`src/common/swdt_pkg.sv`:
```
// Package for the supervisory watchdog: register map, field layout,
// reset values, timing constants and shared types.
// Assumes a 100 MHz core clock and an 8-bit register port.
package swdt_pkg;

    // Register addresses
    localparam logic [7:0] SWDT_CFG_ADDR = 8'h17;
    localparam logic [7:0] SWDT_IRQ_STAT_ADDR = 8'h18;
    localparam logic [7:0] SWDT_IRQ_MASK_ADDR = 8'h19;
    localparam logic [7:0] SWDT_COUNT_ADDR = 8'h1a;

    // Configuration field positions
    localparam int SWDT_RSVD_MSB = 7;
    localparam int SWDT_RSVD_LSB = 6;
    localparam int SWDT_PER_MSB = 5;
    localparam int SWDT_PER_LSB = 4;
    localparam int SWDT_ACT_BIT = 3;
    localparam int SWDT_FEED_BIT = 2;
    localparam int SWDT_EN_BIT = 1;
    localparam int SWDT_GUARD_BIT = 0;

    // Interrupt status and mask bit positions
    localparam int SWDT_IRQ_EXPIRE_BIT = 0;
    localparam int SWDT_IRQ_FEED_BIT = 1;

    // Values after reset
    localparam logic [1:0] SWDT_RSVD_RST = 2'h0;
    localparam logic [1:0] SWDT_PER_RST = 2'h3;
    localparam logic SWDT_ACT_RST = 1'h0;
    localparam logic [1:0] SWDT_IRQ_RST = 2'h0;

    // Timeout intervals in seconds
    localparam logic [7:0] SWDT_T16_S = 8'h10;
    localparam logic [7:0] SWDT_T32_S = 8'h20;
    localparam logic [7:0] SWDT_T64_S = 8'h40;
    localparam logic [7:0] SWDT_T128_S = 8'h80;

    // Timebase
    localparam longint SWDT_CLK_PERIOD_NS = 10;
    localparam longint SWDT_SECOND_NS = 1000000000;
    localparam int unsigned SWDT_SECOND_CYCLES = int'(SWDT_SECOND_NS / SWDT_CLK_PERIOD_NS);

    typedef enum logic [1:0] {
        SWDT_IDLE = 2'b00,
        SWDT_RUN = 2'b01,
        SWDT_HOLD = 2'b10
    } swdt_state_t;

    typedef enum logic {
        SWDT_ACT_POWER_OFF = 1'b0,
        SWDT_ACT_POWER_RESET = 1'b1
    } swdt_action_t;

    typedef struct packed {
        logic valid;
        swdt_action_t action;
    } swdt_seq_req_t;

    // Timeout in seconds for a period code
    function automatic logic [7:0] swdt_period_seconds(input logic [1:0] code);
        unique case (code)
            2'h0: swdt_period_seconds = SWDT_T16_S;
            2'h1: swdt_period_seconds = SWDT_T32_S;
            2'h2: swdt_period_seconds = SWDT_T64_S;
            2'h3: swdt_period_seconds = SWDT_T128_S;
        endcase
    endfunction

endpackage

```
`src/swdt_tick.sv`:
```
// One-second timebase for the watchdog: a one-cycle enable pulse.
// Assumes run and restart come from the watchdog core in the same clock.
`timescale 1ns/1ps
`default_nettype none

module swdt_tick import swdt_pkg::*; #(
    parameter int unsigned P_CYCLES = SWDT_SECOND_CYCLES
) (
    input wire logic i_clock, // Core clock
    input wire logic i_rst_n, // Synchronised reset, active low
    input wire logic i_run, // Count while high
    input wire logic i_restart, // Restart the second from zero
    output logic o_tick // One pulse per elapsed second
);
    localparam int W = (P_CYCLES > 1) ? $clog2(P_CYCLES) : 1;
    localparam logic [W-1:0] LAST = W'(P_CYCLES - 1);

    logic [W-1:0] cnt_reg;

    always_ff @(posedge i_clock or negedge i_rst_n) begin
        if (!i_rst_n) begin
            cnt_reg <= '0;
        end else if (i_restart || !i_run || cnt_reg == LAST) begin
            cnt_reg <= '0;
        end else begin
            cnt_reg <= cnt_reg + W'(1);
        end
    end

    // Dropped on restart so a fresh interval gets whole seconds
    always_ff @(posedge i_clock or negedge i_rst_n) begin
        if (!i_rst_n) begin
            o_tick <= 1'b0;
        end else begin
            o_tick <= i_run && !i_restart && cnt_reg == LAST;
        end
    end

endmodule

`default_nettype wire

```
`src/swdt_top.sv`:
```
// Supervisory watchdog core with its register port and interrupt.
// Assumes synchronous bus strobes and factory straps stable after reset.
//
// Overview of operation
// - The two-bit period field picks a timeout of 16, 32, 64 or 128 seconds.
// - Any change of the period field reloads the running count with the new timeout at once.
// - On expiry the action bit picks power-off when 0 and a power reset cycle when 1.
// - Writing 1 to the feed bit restarts the count from the full timeout; writing 0 leaves it alone.
// - With enable at 1 the timer counts down and expires unless fed; with enable at 0 it stands still.
// - With the guard bit at 0, software may both set and clear the enable bit.
// - With the guard bit at 1, clearing enable is ignored but setting it still starts the timer.
// - The guard bit is read-only and set by factory programming at bit 0 of the configuration.
`timescale 1ns/1ps
`default_nettype none

module swdt_top import swdt_pkg::*; #(
    parameter int unsigned P_SECOND_CYCLES = SWDT_SECOND_CYCLES
) (
    input wire logic i_clock, // 100 MHz core clock
    input wire logic i_nrst, // Asynchronous reset, active low
    input wire logic [7:0] i_addr, // Register address
    input wire logic [7:0] i_wdata, // Write data
    input wire logic i_wr, // Write strobe
    input wire logic i_rd, // Read strobe
    input wire logic i_otp_guard, // Factory disable guard
    input wire logic i_otp_enable, // Factory run enable at power-on
    output logic [7:0] o_rdata, // Read data, cycle after strobe
    output logic o_irq, // Level interrupt
    output logic o_timer_run_enable, // Current enable bit
    output swdt_seq_req_t o_seq_req // Expiry request to sequencer
);
    logic [1:0] rst_sync_reg;
    logic rst_n;

    logic strap_done_reg;
    logic disable_guard_reg;
    logic timer_run_enable_reg;
    logic [1:0] timeout_period_select_reg;
    swdt_action_t expiry_action_select_reg;
    logic [1:0] rsvd_reg;
    logic [7:0] count_reg;
    swdt_state_t state_reg;
    swdt_state_t state_next;
    logic [1:0] irq_stat_reg;
    logic [1:0] irq_stat_next;
    logic [1:0] irq_mask_reg;

    logic cfg_wr;
    logic feed_request;
    logic per_change;
    logic en_next;
    logic en_rise;
    logic reload;
    logic [1:0] reload_per;
    logic tick;
    logic expire;
    logic [7:0] rdata_next;

    // Release of the reset through two flops
    always_ff @(posedge i_clock or negedge i_nrst) begin
        if (!i_nrst) begin
            rst_sync_reg <= 2'h0;
        end else begin
            rst_sync_reg <= {rst_sync_reg[0], 1'b1};
        end
    end
    assign rst_n = rst_sync_reg[1];

    // Factory straps are caught in the first cycle after release
    always_ff @(posedge i_clock or negedge rst_n) begin
        if (!rst_n) begin
            strap_done_reg <= 1'b0;
        end else begin
            strap_done_reg <= 1'b1;
        end
    end

    always_ff @(posedge i_clock or negedge rst_n) begin
        if (!rst_n) begin
            disable_guard_reg <= 1'b0;
        end else if (!strap_done_reg) begin
            disable_guard_reg <= i_otp_guard;
        end
    end

    // Configuration writes are not served while the straps load
    assign cfg_wr = i_wr && strap_done_reg && i_addr == SWDT_CFG_ADDR;
    assign feed_request = cfg_wr && i_wdata[SWDT_FEED_BIT];
    assign per_change = cfg_wr &&
        i_wdata[SWDT_PER_MSB:SWDT_PER_LSB] != timeout_period_select_reg;

    always_comb begin
        en_next = timer_run_enable_reg;
        if (!strap_done_reg) begin
            en_next = i_otp_enable;
        end else if (cfg_wr) begin
            if (i_wdata[SWDT_EN_BIT]) begin
                en_next = 1'b1;
            end else if (!disable_guard_reg) begin
                en_next = 1'b0;
            end
        end
    end

    assign en_rise = en_next && !timer_run_enable_reg;
    assign reload = en_next && (en_rise || feed_request || per_change);
    assign reload_per = cfg_wr ? i_wdata[SWDT_PER_MSB:SWDT_PER_LSB] : timeout_period_select_reg;

    always_ff @(posedge i_clock or negedge rst_n) begin
        if (!rst_n) begin
            timer_run_enable_reg <= 1'b0;
        end else begin
            timer_run_enable_reg <= en_next;
        end
    end

    // Reserved bits kept as written; software is expected to write zeros
    always_ff @(posedge i_clock or negedge rst_n) begin
        if (!rst_n) begin
            timeout_period_select_reg <= SWDT_PER_RST;
            expiry_action_select_reg <= swdt_action_t'(SWDT_ACT_RST);
            rsvd_reg <= SWDT_RSVD_RST;
        end else if (cfg_wr) begin
            timeout_period_select_reg <= i_wdata[SWDT_PER_MSB:SWDT_PER_LSB];
            expiry_action_select_reg <= swdt_action_t'(i_wdata[SWDT_ACT_BIT]);
            rsvd_reg <= i_wdata[SWDT_RSVD_MSB:SWDT_RSVD_LSB];
        end
    end

    swdt_tick #(
        .P_CYCLES(P_SECOND_CYCLES)
    ) u_tick (
        .i_clock(i_clock),
        .i_rst_n(rst_n),
        .i_run(state_reg == SWDT_RUN),
        .i_restart(reload),
        .o_tick(tick)
    );

    assign expire = state_reg == SWDT_RUN && tick && count_reg == 8'h01 && en_next && !reload;

    always_comb begin
        state_next = state_reg;
        if (!en_next) begin
            state_next = SWDT_IDLE;
        end else if (reload) begin
            state_next = SWDT_RUN;
        end else if (expire) begin
            state_next = SWDT_HOLD;
        end
    end

    always_ff @(posedge i_clock or negedge rst_n) begin
        if (!rst_n) begin
            state_reg <= SWDT_IDLE;
        end else begin
            state_reg <= state_next;
        end
    end

    always_ff @(posedge i_clock or negedge rst_n) begin
        if (!rst_n) begin
            count_reg <= 8'h00;
        end else if (reload) begin
            count_reg <= swdt_period_seconds(reload_per);
        end else if (state_reg == SWDT_RUN && tick && count_reg > 8'h01) begin
            count_reg <= count_reg - 8'h01;
        end
    end

    // Sequencer request, one cycle, tagged with the action
    always_ff @(posedge i_clock or negedge rst_n) begin
        if (!rst_n) begin
            o_seq_req <= '0;
        end else begin
            o_seq_req.valid <= expire;
            o_seq_req.action <= expiry_action_select_reg;
        end
    end

    always_ff @(posedge i_clock or negedge rst_n) begin
        if (!rst_n) begin
            o_timer_run_enable <= 1'b0;
        end else begin
            o_timer_run_enable <= en_next;
        end
    end

    // Sticky status; a new event wins over a clear in the same cycle
    always_comb begin
        irq_stat_next = irq_stat_reg;
        if (i_wr && i_addr == SWDT_IRQ_STAT_ADDR) begin
            irq_stat_next = irq_stat_reg & ~i_wdata[1:0];
        end
        irq_stat_next[SWDT_IRQ_EXPIRE_BIT] = irq_stat_next[SWDT_IRQ_EXPIRE_BIT] | expire;
        irq_stat_next[SWDT_IRQ_FEED_BIT] = irq_stat_next[SWDT_IRQ_FEED_BIT] | (feed_request && en_next);
    end

    always_ff @(posedge i_clock or negedge rst_n) begin
        if (!rst_n) begin
            irq_stat_reg <= SWDT_IRQ_RST;
        end else begin
            irq_stat_reg <= irq_stat_next;
        end
    end

    always_ff @(posedge i_clock or negedge rst_n) begin
        if (!rst_n) begin
            irq_mask_reg <= SWDT_IRQ_RST;
        end else if (i_wr && i_addr == SWDT_IRQ_MASK_ADDR) begin
            irq_mask_reg <= i_wdata[1:0];
        end
    end

    always_ff @(posedge i_clock or negedge rst_n) begin
        if (!rst_n) begin
            o_irq <= 1'b0;
        end else begin
            o_irq <= |(irq_stat_next & irq_mask_reg);
        end
    end

    // Read mux; feed bit always reads back 0 since it acts only on write
    always_comb begin
        rdata_next = 8'h00;
        if (i_rd) begin
            unique case (i_addr)
                SWDT_CFG_ADDR: rdata_next = {rsvd_reg, timeout_period_select_reg,
                    expiry_action_select_reg, 1'b0, timer_run_enable_reg, disable_guard_reg};
                SWDT_IRQ_STAT_ADDR: rdata_next = {6'h00, irq_stat_reg};
                SWDT_IRQ_MASK_ADDR: rdata_next = {6'h00, irq_mask_reg};
                SWDT_COUNT_ADDR: rdata_next = count_reg;
                default: rdata_next = 8'h00;
            endcase
        end
    end

    always_ff @(posedge i_clock or negedge rst_n) begin
        if (!rst_n) begin
            o_rdata <= 8'h00;
        end else begin
            o_rdata <= rdata_next;
        end
    end
endmodule

`default_nettype wire

```
`config.mk`:
```
export PLATFORM = sky130hd
export DESIGN_NAME = swdt_top
export DESIGN_NICKNAME = d
export VERILOG_FILES = /design/src/common/swdt_pkg.sv /design/src/swdt_tick.sv /design/src/swdt_top.sv
export SDC_FILE = /design/constraint.sdc
export NUM_CORES = 1
export LEC_CHECK = 0
export BUFFER_PORTS_ARGS = -buffer_cell sky130_fd_sc_hd__buf_4
export CAP_MARGIN = 5
export CORE_AREA = 2 2 117 119
export DETAILED_ROUTE_END_ITERATION = 10
export DIE_AREA = 0 0 119 121
export GPL_TIMING_DRIVEN = 0
export SYNTH_ARGS = -nofsm -noshare
export SYNTH_HDL_FRONTEND = slang
export SYNTH_HIERARCHICAL = 1
export SYNTH_SLANG_ARGS = --single-unit
```
`constraint.sdc`:
```
create_clock -name i_clock -period 3.3 [get_ports i_clock]
set_input_delay 0.33 -clock i_clock [delete_from_list [all_inputs] [get_ports i_clock]]
set_output_delay 0.33 -clock i_clock [all_outputs]
set_load 0.02 [all_outputs]
```
==> impl_metrics.json <==
{
  "drv_slew": 0,
  "nFillCells": 1322,
  "syn_avg_cell_area_um2": 10.4,
  "cp-startpoint": "i_addr[7]",
  "cts-resized-gates": 0,
  "die_h_um": 121,
  "drive_gt1_frac": 0.215,
  "drcViolationCount": 0,
  "synth_top_cell_area_share": 0.474,
  "reg2reg_from": "timeout_period_select_reg[0]",
  "grt_max_degree": 40,
  "die_area_um2": 14400,
  "via_per_inst": 4.56,
  "yosysTopAreaCell": "dfrtp_1",
  "area_growth_pct": 25.7,
  "power_density_nw_per_um2": 482,
  "timing.rr.end": "u_tick/cnt_reg[12]",
  "grt-ovfl-total": 0,
  "ir_drop_uv": 212,
  "clock_sinks": 63,
  "synthArstFlopShare": 1.00,
  "ios": 34,
  "clk_pin_slew_ns": 0.06,
  "fp.dieW_um": 119,
  "via_count": 2454,
  "netlist_area_um2": 3220,
  "core-area_um2": 13100,
  "synth_edf_count": 0,
  "cap_viol_max_count": 0,
  "worstSetupPathType": "primary input to flip-flop",
  "initial_core_util": 0.246,
  "wl_per_cell_um": 12.7,
  "cp-end-kind": "flip-flop",
  "cts_max_level": 3,
  "drt-initial-drc-count": 159,
  "hold_path_class": "flip-flop to async pin",
  "max_freq_ghz": 0.374,
  "yosys_warnings": 6,
  "synth_common_cells": "61 x dfrtp_1, 37 x nor2_1, 19 x nand2_1, 19 x nand3_1, 18 x xor2_1",
  "grt_pass1_vias": 2569,
  "synth.top_cells.by_area": "dfrtp_1 47%, xor2_1 4.9%, nor2_1 4.3%",
  "startpoint_type": "primary input",
  "layout.nets": 382,
  "synth-seq-area-share": 0.490,
  "ys_types": 56,
  "worstPathArrival_ns": 2.87,
  "grt_antenna_before_repair": 0,
  "portBuffers": 32,
  "status": "complete, no violations",
  "tns_ns": 0,
  "fp-row-count": 42,
  "clockRootBuffer": "clkbuf_16",
  "crit_fanout": 10,
  "place_congestion": 0.839,
  "fin_crit_ns": 2.68,
  "wl_mm": 6.86,
  "tightestPinTransition_ns": 0.518,
  "syn_inst": 311,
  "ys_seq_elements": 63,
  "period_share": 0.811,
  "total_power_mw": 1.95,
  "p_leak_nw": 1.77,
  "first_pass_iters": 5,
  "finalHoldViolations": 0,
  "clk_latency_ns": 0.33,
  "rsz0062_at_grt": "no",
  "cp-endpoint": "u_tick/cnt_reg[12]",
  "grt_pass1_wl_mm": 12.2,
  "yosysMostFrequentCell": "dfrtp_1",
  "clock_skew_ns": 0.00677,
  "reg2reg_slack_ns": 0.87,
  "dp_hpwl_mm": 4.87,
  "setup_violations": 0,
  "max-slew-margin-rel": 0.653,
  "diodes": 0,
  "largest_reg_flops": 27,
  "cts_tree": "built",
  "drt.antenna.violating_nets": 0,
  "clk_path_buf_depth": 2,
  "ys.flop_type": "dfrtp_1",
  "grt.total_usage": 0.103,
  "reg2regPathDepth": 9,
  "cp.required_ns": 3.49,
  "cts_inserted_buffers": 9
}
[timing repair]
item / CTS / global route
hold endpoints to repair: 2 / 0
hold buffers: 1 / 0
setup buffers: 0 / 0
[layout make-up]
cell class | count | area [um^2] | share of cell area
flip-flops and latches | 63 | 1580 | 0.390
clock inverters | 6 | 92.6 | 0.0229
repair buffers | 34 | 270 | 0.0667
multi-input cells | 224 | 1520 | 0.375
inverters | 12 | 45.0 | 0.0111
plain buffers | 13 | 82.6 | 0.0204
clock buffers | 10 | 239 | 0.0590
well taps | 176 | 220 | 0.0544
[how the worst min path moves through the flow]
stage / startpoint / end / slack [ns] / cells after the start
floorplan: i_nrst / rst_sync_reg[0] / 0.03 / 0
global placement: i_nrst / rst_sync_reg[0] / 0.11 / 1
detailed placement: i_nrst / rst_sync_reg[0] / 0.12 / 1
CTS: i_wdata[6] / rsvd_reg[0] / 0.23 / 2
global route: i_wdata[7] / rsvd_reg[1] / 0.24 / 2
finish: rst_sync_reg[1] / count_reg[1] / 0.24 / 0
[cell usage in the layout (no fill, tap or decap), types with 3 or more instances in the layout]
cell type / n
a22oi_1: 5
a32oi_1: 3
a41oi_1: 4
and3_1: 8
and4_1: 5
buf_4: 32
buf_6: 4
clkbuf_1: 6
clkbuf_16: 9
dfrtp_1: 60
ha_1: 3
inv_1: 12
mux2_2: 9
mux2i_1: 5
nand2_1: 19
nand3_1: 19
nand4_1: 13
nand4b_1: 3
nor2_1: 37
nor2b_1: 10
nor3_1: 7
nor4_1: 7
xnor2_1: 8
xor2_1: 18
[critical path, cell delays in order]
cell	delay, ns
buf_4	0.11
nor4b_2	0.48
nand4_2	0.35
o21a_1	0.35
nor2_4	0.29
nand2b_1	0.18
clkbuf_1	0.41
nor4_1	0.11
a31oi_1	0.16
o31ai_1	0.09
[power by group]
part	switching [mW]	internal, mW
logic	0.0620	0.0469
clock network	0.354	0.685
registers	0.0180	0.787
total	0.434	1.52
[routing by layer]
layer | wire length [um] | GRT usage | up-vias
li1 | - | - | 1210
met1 | 3210 | 0.125 | 1192
met2 | 3290 | 0.177 | 43
met3 | 297 | 0.0315 | 9
met4 | 58 | 0.0320 | 0
met5 | 0 | 0 | -
[logic make-up (layout without fill, tap and decap cells)]
family,after synthesis,in the layout,share of synthesized area
and+or+nand+nor,148,148,0.261
DFF,63,63,0.490
AOI/OAI and AO/OA,31,31,0.0788
xor gates and xnor gates,26,26,0.0707
buffers and inverters,25,75,0.0396
muxes,14,14,0.0470
adders and majority gates,3,3,0.0117
other,1,2,0.00116
[metrics by stage]
step / std cells / hold WS [ns] / util / cell area, um^2 / setup slack (ns)
after global placement: 520 / 0.113 / 0.282 / 3690 / 0.343
after CTS: 538 / 0.228 / 0.309 / 4050 / 0.639
after detailed placement: 521 / 0.116 / 0.283 / 3710 / 0.298
after global routing: 538 / 0.236 / 0.309 / 4050 / 0.404
after floorplan: 312 / 0.0344 / - / 3230 / 0.922
final: 538 / 0.237 / 0.309 / 4050 / 0.624
(Power assumes the default switching activity.)
